## src/rtl/ccpm_regs.svh

```systemverilog
// Register offsets, field positions, reset values and timing counts
`ifndef CCPM_REGS_SVH
`define CCPM_REGS_SVH
`define CCPM_ADDR_W 4
`define CCPM_DATA_W 32
`define CCPM_NUM_CPU 4
`define CCPM_NUM_BLK 8
`define CCPM_NUM_PLL 3
`define CCPM_OFS_CPU_SEL 4'h0
`define CCPM_OFS_CPU_STAT 4'h4
`define CCPM_OFS_BLK_DIS 4'h8
`define CCPM_OFS_STATUS 4'hC
`define CCPM_CPU_STRIDE 4
`define CCPM_SEL_W 3
`define CCPM_SEL_PICK_BIT 0
`define CCPM_SEL_RATIO_LSB 1
`define CCPM_RATIO_DIV1 2'h0
`define CCPM_RATIO_DIV2 2'h1
`define CCPM_CNT_MAX_DIV1 2'h0
`define CCPM_CNT_MAX_DIV2 2'h1
`define CCPM_CNT_MAX_DIV4 2'h3
`define CCPM_STAT_BUSY_BIT 3
`define CCPM_BLK_LATCH_LSB 8
`define CCPM_THERM_BIT 0
`define CCPM_GATE_LSB 8
`define CCPM_SEL_RESET 3'h0
`define CCPM_BLK_RESET 8'h00
`define CCPM_RDATA_RESET 32'h0000_0000
`define CCPM_GAP_LAST 2'h2
`endif

```

## src/rtl/ccpm_pkg.sv

```systemverilog
// Types shared by the clock and power manager
package ccpm_pkg;
  typedef enum logic [1:0] {
    CCPM_RUN,
    CCPM_DRAIN,
    CCPM_LOAD
  } ccpm_sw_state_t;
endpackage

```

## src/rtl/ccpm_clk_switch.sv

```systemverilog
// Per CPU glitch-free clock source switch with integer divider
`timescale 1ns/1ps
`include "ccpm_regs.svh"
module ccpm_clk_switch (
  input wire logic mclk_in,
  input wire logic rst_n_in,
  input wire logic [2:0] pll_tick_in,
  input wire logic [2:0] sel_in,
  input wire logic start_in,
  output logic cpu_clk_en_out,
  output logic busy_out,
  output logic [2:0] active_sel_out
);
  ccpm_pkg::ccpm_sw_state_t state, next_state;
  logic [2:0] active_sel, next_active_sel;
  logic [1:0] gap, next_gap;
  logic [1:0] div_cnt, next_div_cnt;
  logic clk_en, next_clk_en;
  logic src_tick;
  logic [1:0] ratio;
  logic [1:0] cnt_max;

  // ==========================================================
  // Source pick, divider and switch sequence
  always_comb begin
    ratio = active_sel[`CCPM_SEL_RATIO_LSB +: 2];
    if (ratio == `CCPM_RATIO_DIV1) begin
      src_tick = active_sel[`CCPM_SEL_PICK_BIT] ? pll_tick_in[1] : pll_tick_in[0];
    end else begin
      src_tick = active_sel[`CCPM_SEL_PICK_BIT] ? pll_tick_in[2] : pll_tick_in[1];
    end
    if (ratio == `CCPM_RATIO_DIV1) begin
      cnt_max = `CCPM_CNT_MAX_DIV1;
    end else if (ratio == `CCPM_RATIO_DIV2) begin
      cnt_max = `CCPM_CNT_MAX_DIV2;
    end else begin
      cnt_max = `CCPM_CNT_MAX_DIV4;
    end
    next_state = state;
    next_active_sel = active_sel;
    next_gap = gap;
    next_div_cnt = div_cnt;
    next_clk_en = 1'b0;
    unique case (state)
      ccpm_pkg::CCPM_RUN: begin
        if (src_tick) begin
          next_div_cnt = (div_cnt == cnt_max) ? 2'h0 : 2'(div_cnt + 2'h1);
        end
        next_clk_en = src_tick && (div_cnt == 2'h0);
      end
      ccpm_pkg::CCPM_DRAIN: begin
        // Output held low so no runt pulse spans the switch
        if (gap == `CCPM_GAP_LAST) begin
          next_state = ccpm_pkg::CCPM_LOAD;
        end else begin
          next_gap = 2'(gap + 2'h1);
        end
      end
      ccpm_pkg::CCPM_LOAD: begin
        next_active_sel = sel_in;
        next_div_cnt = 2'h0;
        next_state = ccpm_pkg::CCPM_RUN;
      end
    endcase
    if (start_in) begin
      next_state = ccpm_pkg::CCPM_DRAIN;
      next_gap = 2'h0;
      next_clk_en = 1'b0;
    end
  end

  always_ff @(posedge mclk_in or negedge rst_n_in) begin
    if (!rst_n_in) begin
      state <= ccpm_pkg::CCPM_RUN;
      active_sel <= `CCPM_SEL_RESET;
      gap <= 2'h0;
      div_cnt <= 2'h0;
      clk_en <= 1'b0;
    end else begin
      state <= next_state;
      active_sel <= next_active_sel;
      gap <= next_gap;
      div_cnt <= next_div_cnt;
      clk_en <= next_clk_en;
    end
  end

  assign cpu_clk_en_out = clk_en;
  assign busy_out = (state != ccpm_pkg::CCPM_RUN);
  assign active_sel_out = active_sel;

  // ==========================================================
  // Assertions
  a_switch_quiet: assert property (@(posedge mclk_in) disable iff (!rst_n_in)
    start_in |=> (!cpu_clk_en_out) [*4])
    else $error("clock pulse during source switch");
  a_switch_done: assert property (@(posedge mclk_in) disable iff (!rst_n_in)
    start_in ##1 (!start_in) [*5] |-> !busy_out && (active_sel_out == $past(sel_in, 2)))
    else $error("source switch not finished in five cycles");
  a_pulse_source: assert property (@(posedge mclk_in) disable iff (!rst_n_in)
    cpu_clk_en_out |-> $past(src_tick) && $past(state == ccpm_pkg::CCPM_RUN))
    else $error("cpu clock pulse without source tick");
  a_div_spacing: assert property (@(posedge mclk_in) disable iff (!rst_n_in)
    cpu_clk_en_out && (ratio != `CCPM_RATIO_DIV1) && $stable(active_sel) |-> !$past(cpu_clk_en_out))
    else $error("divided clock pulses back to back");
  a_div_pll: assert property (@(posedge mclk_in) disable iff (!rst_n_in)
    cpu_clk_en_out && (ratio != `CCPM_RATIO_DIV1) && $stable(active_sel)
      |-> $past(pll_tick_in[1] || pll_tick_in[2]))
    else $error("divider fed from wrong pll");
endmodule

```

## src/rtl/ccpm_top.sv

```systemverilog
// Clock and power manager: idle gating, cpu clock selection, block disable
//
// Notes on behaviour
// - Idle blocks get no clock enable
// - Dispatched work restores block clock next cycle
// - Each cpu picks one of two plls
// - Cpu may use divider fed by two plls
// - Source or divider change is glitch free, quick
// - Divider ratios divide by two and four
// - Disable mask bit stops that block's clock
// - Only chip reset re-enables disabled blocks
//
// The register offsets and the strobed register port were left to the implementer.
`timescale 1ns/1ps
`include "ccpm_regs.svh"
module ccpm_top (
  input wire logic mclk_in,
  input wire logic rst_n_in,
  input wire logic [3:0] reg_addr_in,
  input wire logic [31:0] reg_wdata_in,
  input wire logic reg_wr_in,
  input wire logic reg_rd_in,
  output logic [31:0] reg_rdata_out,
  input wire logic [2:0] pll_tick_in,
  input wire logic [7:0] blk_work_in,
  input wire logic [7:0] blk_busy_in,
  input wire logic thermal_alert_in,
  output logic [7:0] blk_clk_en_out,
  output logic [3:0] cpu_clk_en_out,
  output logic [3:0] cpu_switching_out
);
  logic [2:0] cpu_sel [`CCPM_NUM_CPU];
  logic [2:0] next_cpu_sel [`CCPM_NUM_CPU];
  logic [2:0] active_sel [`CCPM_NUM_CPU];
  logic [3:0] sel_start;
  logic [7:0] block_disable_mask, next_block_disable_mask;
  logic [7:0] blk_off, next_blk_off;
  logic [7:0] gate, next_gate;
  logic [31:0] rdata, next_rdata;
  logic wr_sel;
  logic wr_dis;

  // ==========================================================
  // Address decode
  function automatic logic reg_hit(input logic [3:0] addr, input logic [3:0] ofs);
    reg_hit = (addr == ofs);
  endfunction

  assign wr_sel = reg_wr_in && reg_hit(reg_addr_in, `CCPM_OFS_CPU_SEL);
  assign wr_dis = reg_wr_in && reg_hit(reg_addr_in, `CCPM_OFS_BLK_DIS);

  // ==========================================================
  // Register file
  always_comb begin
    for (int i = 0; i < `CCPM_NUM_CPU; i++) begin
      next_cpu_sel[i] = cpu_sel[i];
      if (wr_sel) begin
        next_cpu_sel[i] = reg_wdata_in[i*`CCPM_CPU_STRIDE +: `CCPM_SEL_W];
      end
    end
    next_block_disable_mask = block_disable_mask;
    next_blk_off = blk_off;
    if (wr_dis) begin
      next_block_disable_mask = reg_wdata_in[7:0];
      next_blk_off = blk_off | reg_wdata_in[7:0];
    end
    next_rdata = `CCPM_RDATA_RESET;
    if (reg_rd_in) begin
      if (reg_hit(reg_addr_in, `CCPM_OFS_CPU_SEL)) begin
        for (int i = 0; i < `CCPM_NUM_CPU; i++) begin
          next_rdata[i*`CCPM_CPU_STRIDE +: `CCPM_SEL_W] = cpu_sel[i];
        end
      end else if (reg_hit(reg_addr_in, `CCPM_OFS_CPU_STAT)) begin
        for (int i = 0; i < `CCPM_NUM_CPU; i++) begin
          next_rdata[i*`CCPM_CPU_STRIDE +: `CCPM_SEL_W] = active_sel[i];
          next_rdata[i*`CCPM_CPU_STRIDE + `CCPM_STAT_BUSY_BIT] = cpu_switching_out[i];
        end
      end else if (reg_hit(reg_addr_in, `CCPM_OFS_BLK_DIS)) begin
        next_rdata[7:0] = block_disable_mask;
        next_rdata[`CCPM_BLK_LATCH_LSB +: 8] = blk_off;
      end else if (reg_hit(reg_addr_in, `CCPM_OFS_STATUS)) begin
        next_rdata[`CCPM_THERM_BIT] = thermal_alert_in;
        next_rdata[`CCPM_GATE_LSB +: 8] = gate;
      end
    end
  end

  always_ff @(posedge mclk_in or negedge rst_n_in) begin
    if (!rst_n_in) begin
      for (int i = 0; i < `CCPM_NUM_CPU; i++) begin
        cpu_sel[i] <= `CCPM_SEL_RESET;
      end
      block_disable_mask <= `CCPM_BLK_RESET;
      blk_off <= `CCPM_BLK_RESET;
      rdata <= `CCPM_RDATA_RESET;
    end else begin
      for (int i = 0; i < `CCPM_NUM_CPU; i++) begin
        cpu_sel[i] <= next_cpu_sel[i];
      end
      block_disable_mask <= next_block_disable_mask;
      blk_off <= next_blk_off;
      rdata <= next_rdata;
    end
  end

  assign reg_rdata_out = rdata;

  // ==========================================================
  // Idle clock gating
  always_comb begin
    next_gate = (blk_work_in | blk_busy_in) & ~blk_off;
  end

  always_ff @(posedge mclk_in or negedge rst_n_in) begin
    if (!rst_n_in) begin
      gate <= 8'h00;
    end else begin
      gate <= next_gate;
    end
  end

  assign blk_clk_en_out = gate;

  // ==========================================================
  // Per cpu clock switches
  generate
    for (genvar c = 0; c < `CCPM_NUM_CPU; c++) begin : g_cpu
      // A rewrite of an unchanged field leaves the running clock alone
      assign sel_start[c] = wr_sel &&
        (reg_wdata_in[c*`CCPM_CPU_STRIDE +: `CCPM_SEL_W] != cpu_sel[c]);
      ccpm_clk_switch u_switch (
        .mclk_in(mclk_in),
        .rst_n_in(rst_n_in),
        .pll_tick_in(pll_tick_in),
        .sel_in(cpu_sel[c]),
        .start_in(sel_start[c]),
        .cpu_clk_en_out(cpu_clk_en_out[c]),
        .busy_out(cpu_switching_out[c]),
        .active_sel_out(active_sel[c])
      );
    end
  endgenerate

  // ==========================================================
  // Assertions
  a_work_wakes_clock: assert property (@(posedge mclk_in) disable iff (!rst_n_in)
    ((blk_work_in & ~blk_off) != 8'h00) |=> ((blk_clk_en_out & $past(blk_work_in & ~blk_off))
      == $past(blk_work_in & ~blk_off)))
    else $error("work dispatched but clock not restored");
  a_idle_gated: assert property (@(posedge mclk_in) disable iff (!rst_n_in)
    1'b1 |=> ((blk_clk_en_out & ~$past(blk_work_in | blk_busy_in)) == 8'h00))
    else $error("idle block still clocked");
  a_disabled_dark: assert property (@(posedge mclk_in) disable iff (!rst_n_in)
    wr_dis |-> ##2 ((blk_clk_en_out & $past(reg_wdata_in[7:0], 2)) == 8'h00))
    else $error("disabled block still clocked");
  a_disable_sticky: assert property (@(posedge mclk_in) disable iff (!rst_n_in)
    (($past(blk_off) & ~blk_off) == 8'h00))
    else $error("disabled block came back without reset");
  a_sel_starts: assert property (@(posedge mclk_in) disable iff (!rst_n_in)
    sel_start[0] ##1 (!sel_start[0]) [*4] |-> cpu_switching_out[0] &&
      $past(cpu_switching_out[0], 3) ##1 !cpu_switching_out[0])
    else $error("select write did not start switch");
  a_read_latency: assert property (@(posedge mclk_in) disable iff (!rst_n_in)
    reg_rd_in && reg_hit(reg_addr_in, `CCPM_OFS_STATUS)
      |=> reg_rdata_out[`CCPM_THERM_BIT] == $past(thermal_alert_in))
    else $error("thermal status not visible");
endmodule

```

## config.mk

```make
export PLATFORM = sky130hd
export DESIGN_NAME = ccpm_top
export DESIGN_NICKNAME = d
export VERILOG_FILES = /design/src/rtl/ccpm_pkg.sv /design/src/rtl/ccpm_clk_switch.sv /design/src/rtl/ccpm_top.sv
export VERILOG_INCLUDE_DIRS = /design/src /design/src/rtl
export SDC_FILE = /design/constraint.sdc
export NUM_CORES = 1
export LEC_CHECK = 0
export BUFFER_PORTS_ARGS = -buffer_cell sky130_fd_sc_hd__buf_2
export CORE_AREA = 2 2 107 129
export DETAILED_ROUTE_END_ITERATION = 7
export DIE_AREA = 0 0 109 131
export PLACE_DENSITY = 0.64
export SYNTH_ARGS = -nofsm -noshare
export SYNTH_HDL_FRONTEND = slang
export SYNTH_SLANG_ARGS = --single-unit
```

## constraint.sdc

```tcl
create_clock -name mclk_in -period 1.9 [get_ports mclk_in]
set_clock_uncertainty 0.1 [all_clocks]
set_input_delay 0.38 -clock mclk_in [delete_from_list [all_inputs] [get_ports mclk_in]]
set_output_delay 0.38 -clock mclk_in [all_outputs]
set_load 0.05 [all_outputs]
```

# Word level (Yosys, flattened, before mapping)
# Index checks and enable logic that the tools add are counted.
dict set report word_totals {
  ff_bits 92
  inputBits 60
  output_inout_bits 48
  word_cells 209
}
dict set report op_classes {
  n_addsub 8
  eq_ne 39
  n_mux 79
  bitwise 4
  n_reduce_logical 51
}
# operator n
set ops {}
lappend ops {{$mux 2} 36}
lappend ops {{$mux 16} 2}
lappend ops {{$pmux 2 s2} 8}
lappend ops {{$mux 1} 26}
lappend ops {{$logic_not 2->1} 12}
lappend ops {{$reduce_and 2->1} 12}
lappend ops {{$reduce_bool 2->1} 12}
lappend ops {{$add 2x1->2 const B} 8}
lappend ops {{$eq 2x1->1 const B} 8}
lappend ops {{$eq 2x2->1 const B} 8}
lappend ops {{$mux 8} 2}
lappend ops {{$ne 2x1->1 const B} 8}
lappend ops {{$or 8x8->8} 2}
lappend ops {{$mux 3} 4}
lappend ops {{$ne 3x1->1 const B} 4}
lappend ops {{$ne 3x3->1} 4}
lappend ops {{$reduce_bool 3->1} 4}
lappend ops {{$logic_and 1x1->1} 10}
lappend ops {{$and 8x8->8} 1}
lappend ops {{$eq 2x2->1} 4}
lappend ops {{$eq 4x4->1 const B} 2}
lappend ops {{$not 8->8} 1}
lappend ops {{$mux 7} 1}
lappend ops {{$eq 4x3->1 const B} 1}
lappend ops {{$logic_not 4->1} 1}

# Depth between registers and ports, before layout
dict set report depth {
  word_depth 7
  depth_mapped 7
  depth_no_buf 6
}

# By module
# A second synthesis with hierarchy kept.
dict set report unflattened {
  hier_cells 366
  hier_area_um2 4495.6
}
# module n_inst cells_each area_each_um2 seq_area_each_um2
set by_module_without_submodules {}
lappend by_module_without_submodules {ccpm_top 1 194 2393.5 1301.2}
lappend by_module_without_submodules {ccpm_clk_switch 4 43 525.5 250.2}

# Worst setup path before layout
# No wires, ideal clock.
dict set report synth_timing {
  kind {input to register}
  from {input reg_addr_in[2]}
  to {register block_disable_mask[0]}
  setup_ns 0.125
  arrival_ns 1.292
  required_time_ns 1.675
  path_slack_ns 0.384
  path_stages 5
  cell_sequence {buf_2 > nor2b_1 > and3_1 > buf_4 > mux2_2}
}
dict set report synth_between {
  elab_chain_len 2
}
# item line
set synth_rtl {}
lappend synth_rtl {{start: declaration} ccpm_top.sv:19} ;# input wire logic [3:0] reg_addr_in,
lappend synth_rtl {{$eq 4x4->1} ccpm_top.sv:46} ;# reg_hit = (addr == ofs);
lappend synth_rtl {{$logic_and 1x1->1} ccpm_top.sv:50} ;# assign wr_dis = reg_wr_in && reg_hit(reg_addr_in, `CCPM_OFS_BLK_DIS);
lappend synth_rtl {{end signal: assignment} ccpm_top.sv:93} ;# block_disable_mask <= `CCPM_BLK_RESET;
lappend synth_rtl {{end signal: assignment} ccpm_top.sv:100} ;# block_disable_mask <= next_block_disable_mask;
lappend synth_rtl {{end: declaration} ccpm_top.sv:36} ;# logic [7:0] block_disable_mask, next_block_disable_mask;
# No other way between the ends.
# A chain may end at the register's enable or synchronous reset.

# Final worst setup path
dict set report layout_timing {
  from {register g_cpu[3].u_switch.state[1]}
  to {output cpu_switching_out[3]}
}
dict set report layout_between {
  elab_chain_len 1
}
# item line
set layout_rtl {}
lappend layout_rtl {{start: declaration} ccpm_clk_switch.sv:14} ;# ccpm_pkg::ccpm_sw_state_t state, next_state;
lappend layout_rtl {{start signal: assignment} ccpm_clk_switch.sv:74} ;# state <= ccpm_pkg::CCPM_RUN;
lappend layout_rtl {{start signal: assignment} ccpm_clk_switch.sv:80} ;# state <= next_state;
lappend layout_rtl {{$reduce_bool 2->1} ccpm_clk_switch.sv:89} ;# assign busy_out = (state != ccpm_pkg::CCPM_RUN);
lappend layout_rtl {{end: declaration} ccpm_top.sv:30} ;# output logic [3:0] cpu_switching_out
# No other way between the ends.

==> summary.md <==
| Metric | Value |
|---|---|
| Unrepaired setup endpoints after global routing | `false` |
| Pwr/cell area | `1320 nW/um2` |
| Crit path from | `g_cpu[3].u_switch.state[1]` |
| Adder-cell share of the synthesized area | `5.31%` |
| Synth Warn # | `0` |
| Initial Utilization | `36.1%` |
| Root buf cell | `clkbuf_16` |
| Failing checks | `negative hold slack` |
| Worst-skew pair later-pin latency | `0.34 ns` |
| GRT Overall Usage | `15.7%` |
| Routed Antenna Nets | `0` |
| CTS max path bufs | `2` |
| Family with the most delay on the worst path | `buffers and inverters` |
| Hold Slack | `-0.0465 ns` |
| GP Congestion | `0.864` |
| Async SR Flop Fraction | `100%` |
| Die area | `14,300 um2` |
| CP max stage delay | `0.40 ns` |
| CTS HTree Levels | `3` |
| Combinational family with the most area after synthesis | `simple AND/OR/NAND/NOR gates` |
| EDFF count, synth | `0` |
| I/O Pins | `~110` |
| Crit path cell chain | `inv_1 -> ha_4 -> clkinvlp_4 -> buf_6` |
| Critical path class | `register to output port` |
| Final slew viol count | `0` |
| CTS tree | `yes` |
| Final setup fails | `0` |
| Worst setup EP type | `output port` |
| Minimum clock period after layout | `1.84 ns` |
| Peak VDD IR | `0.435 mV` |
| Mapped Area | `4710 um2` |
| XOR/XNOR Fraction of Synth Area | `between 3 and 4%` |
| P&R area growth vs syn | `17.6%` |
| Reg2Reg Depth | `6` |
| Crit. path cell count | `4` |
| Startpoint types | `register` |
| Slew HR | `between 60% and 70%` |
| Total core area | `13,100 um2` |
| Vias in the first global route | `3,544` |
| Reg2reg start | `g_cpu[3].u_switch.state[1]` |
| DR pass1 iterations | `4` |
| Detailed-route via count | `3,368` |
| Die Width | `approximately 110 um` |
| Initial drt markers | `126` |
| Seq/Total Area, Yosys | `48.8%` |
| Worst-path fanout max | `5` |
| Synthesized area per cell | `10.7 um2` |
| Synth top area cells | `dfrtp_1 49%, mux2_2 6.4%, ha_1 5.3%` |
| MaxCap Viol Count | `0` |
| Buf+Inv Stages, Crit Path | `3` |
| Leakage | `2.72 nW` |
| Flops & latches, synth | `92` |
| Std cell rows | `46` |
| Initial antenna violation count | `1` |
| Die Y | `131 um` |
| Synth Area in Compound Gates | `9.66%` |
| Post-route insts no fill | `692` |
| Vias per Instance | `4.87` |
| PortBufs | `73` |
| Reg2reg end | `g_cpu[3].u_switch.div_cnt[1]` |
| Total CTS buffers | `9` |
| Yosys top cell by area | `dfrtp_1` |
| WP data required | `between 1 and 1.5 ns` |
| TNS Setup | `0 ns` |
| Residual DRC | `0` |
| Layout cells sized above 1 | `27.5%` |
| Arr. time, crit path | `1.36 ns` |
| R2R Setup Slk | `0.22 ns` |
| HP Class | `primary input to asynchronous set/reset pin` |
| GRT overflow | `0` |
| Largest net degree at the start of global routing | `93` |
| First-pass GRT wire length | `17,100 um` |
| Detailed Place HPWL | `7750 um` |
| Final hold vios | `37` |
| Drt wl/cell | `between 15 and 20 um` |
| Slowest CP cell | `dfrtp_1` |
| Netlist cell types | `51` |
| Post-synth top area share | `roughly half` |
| Reg clk slew, reported paths | `roughly 0.060 ns` |
| Status | `finished, violations left` |
| CTS Sinks | `92` |
| Post-synthesis cell count | `440` |
| Predominant post-synthesis flop cell | `dfrtp_1` |
| Fin nets | `roughly 600` |
| Synth Area in Simple Gates | `13.0%` |
| Mux share of post-synthesis cell area | `12.0%` |
| Crit path capture | `cpu_switching_out[3]` |
| DP Cell Count | `674` |
| Post-Route WL | `10,500 um` |
| Final Cycle Share | `between 90 and 100%` |
| Worst-margin pin slew | `0.518 ns` |
| Max Fclk | `544 MHz` |
-- where the power goes --
group          leakage [nW]  switching [mW]  internal (mW)
combinational          1.43            1.59           1.19
clock                 0.126           0.715          0.874
sequential             1.17           0.458           2.47
total                  2.72            2.77           4.54
-- layout make-up --
| cell class | count | area [um2] |
|---|---|---|
| fillers | 1238 | 7520 |
| inverters | 30 | 116 |
| flip-flops and latches | 92 | 2300 |
| clock buffers | 12 | 236 |
| repair buffers | 90 | 526 |
| multi-input cells | 296 | 2130 |
| diodes | 1 | 2.50 |
| clock inverters | 3 | 15.0 |
| well taps | 168 | 210 |
-- sequential cells by signal, indices dropped and copies added, names as in the netlist --
signal                         flops
g_cpu.u_switch.cpu_clk_en_out      4
g_cpu.u_switch.div_cnt             8
cpu_sel                           12
g_cpu.u_switch.state               8
reg_rdata_out                     16
block_disable_mask                 8
blk_off                            8
g_cpu.u_switch.active_sel_out     12
blk_clk_en_out                     8
g_cpu.u_switch.gap                 8
-- stage by stage --
stage | utilization, % | power [mW] | cell area (um2) | setup WS (ns) | hold slack, ns
2_1_floorplan | - | 5.07 | 4770 | 0.384 | -0.0156
3_3_place_gp | 40.0 | 5.47 | 5230 | 0.191 | 0.352
3_5_place_dp | 40.0 | 5.62 | 5230 | 0.151 | 0.358
4_1_cts | 42.1 | 7.27 | 5500 | 0.0186 | 0.00478
5_1_grt | 42.4 | 7.82 | 5540 | 0.0106 | 0.00211
6_report | 42.4 | 7.30 | 5540 | 0.0632 | -0.0465
-- cell families after synthesis --
kind of cell / count (synthesis)
buffers and inverters: 67
AOI/OAI and AO/OA: 68
and+or+nand+nor: 120
adders and majority gates: 20
muxes: 53
other: 1
xor gates and xnor gates: 19
DFF: 92
-- cell usage after synthesis, types with 2 or more instances --
| master | n |
|---|---|
| buf_4 | 25 |
| clkbuf_1 | 6 |
| ha_1 | 20 |
| and3_1 | 3 |
| buf_2 | 5 |
| nor2_1 | 41 |
| a31oi_1 | 6 |
| nor4_1 | 4 |
| inv_1 | 30 |
| a211oi_1 | 3 |
| a21o_1 | 7 |
| xnor2_1 | 16 |
| nor2_2 | 2 |
| a311oi_1 | 3 |
| mux2i_1 | 25 |
| nor3_1 | 4 |
| nand2b_1 | 7 |
| or2_2 | 3 |
| nand2_1 | 22 |
| a21oi_1 | 14 |
| mux2_2 | 27 |
| or3_1 | 3 |
| nand3_1 | 2 |
| o311ai_0 | 3 |
| nor3b_1 | 4 |
| dfrtp_1 | 92 |
| o22ai_1 | 12 |
| xor2_1 | 3 |
| and2_1 | 7 |
| o21ai_0 | 13 |
| nor2b_1 | 8 |
-- placed cells by master (no fill, tap or decap), drive strengths merged, types with 3 or more instances in the layout --
cell and n:
xor2 3, o22ai 12, nand2 22, o21ai 14, mux2 28, nor3 4
nand2b 7, or2 5, nor2 43, clkbuf 12, nand3 3, nor3b 4
ha 20, a31oi 6, inv 29, dfrtp 92, xnor2 16, nor4 4
a211oi 3, o311ai 5, buf 90, a21o 7, conb 16, or3 3
a21oi 14, mux2i 25, and2 9, nor2b 8, a311oi 3, clkinv 3
and3 3
-- routing by layer --
metal | part of all wire [%] | GRT usage (%) | wire length, um
met2 | 50 | 26.2 | 5300
met3 | 3.8 | 3.37 | 396
met1 | 44 | 19.4 | 4580
met4 | 2.2 | 7.16 | 230
met5 | 0 | 0 | 0
-- how the worst min path moves through the flow --
stage	from	endpoint	slack [ns]	depth (start not counted)
3_3_place_gp	blk_off[7]	blk_clk_en_out[7]	0.35	1
3_5_place_dp	blk_off[7]	blk_clk_en_out[7]	0.36	1
6_report	rst_n_in	g_cpu[2].u_switch.gap[0]	-0.05	2
4_1_cts	rst_n_in	g_cpu[2].u_switch.gap[0]	0.005	2
2_1_floorplan	rst_n_in	blk_clk_en_out[0]	-0.02	0
5_1_grt	rst_n_in	g_cpu[2].u_switch.gap[1]	0.002	2
-- what timing repair did --
item | 4_1_cts | 5_1_grt
setup endpoints to repair | 3 | 4
resized for setup | 5 | 8
buffers inserted | 0 | 2
hold buffers | 0 | 0
Note: power is estimated with default switching activity, not from simulation.
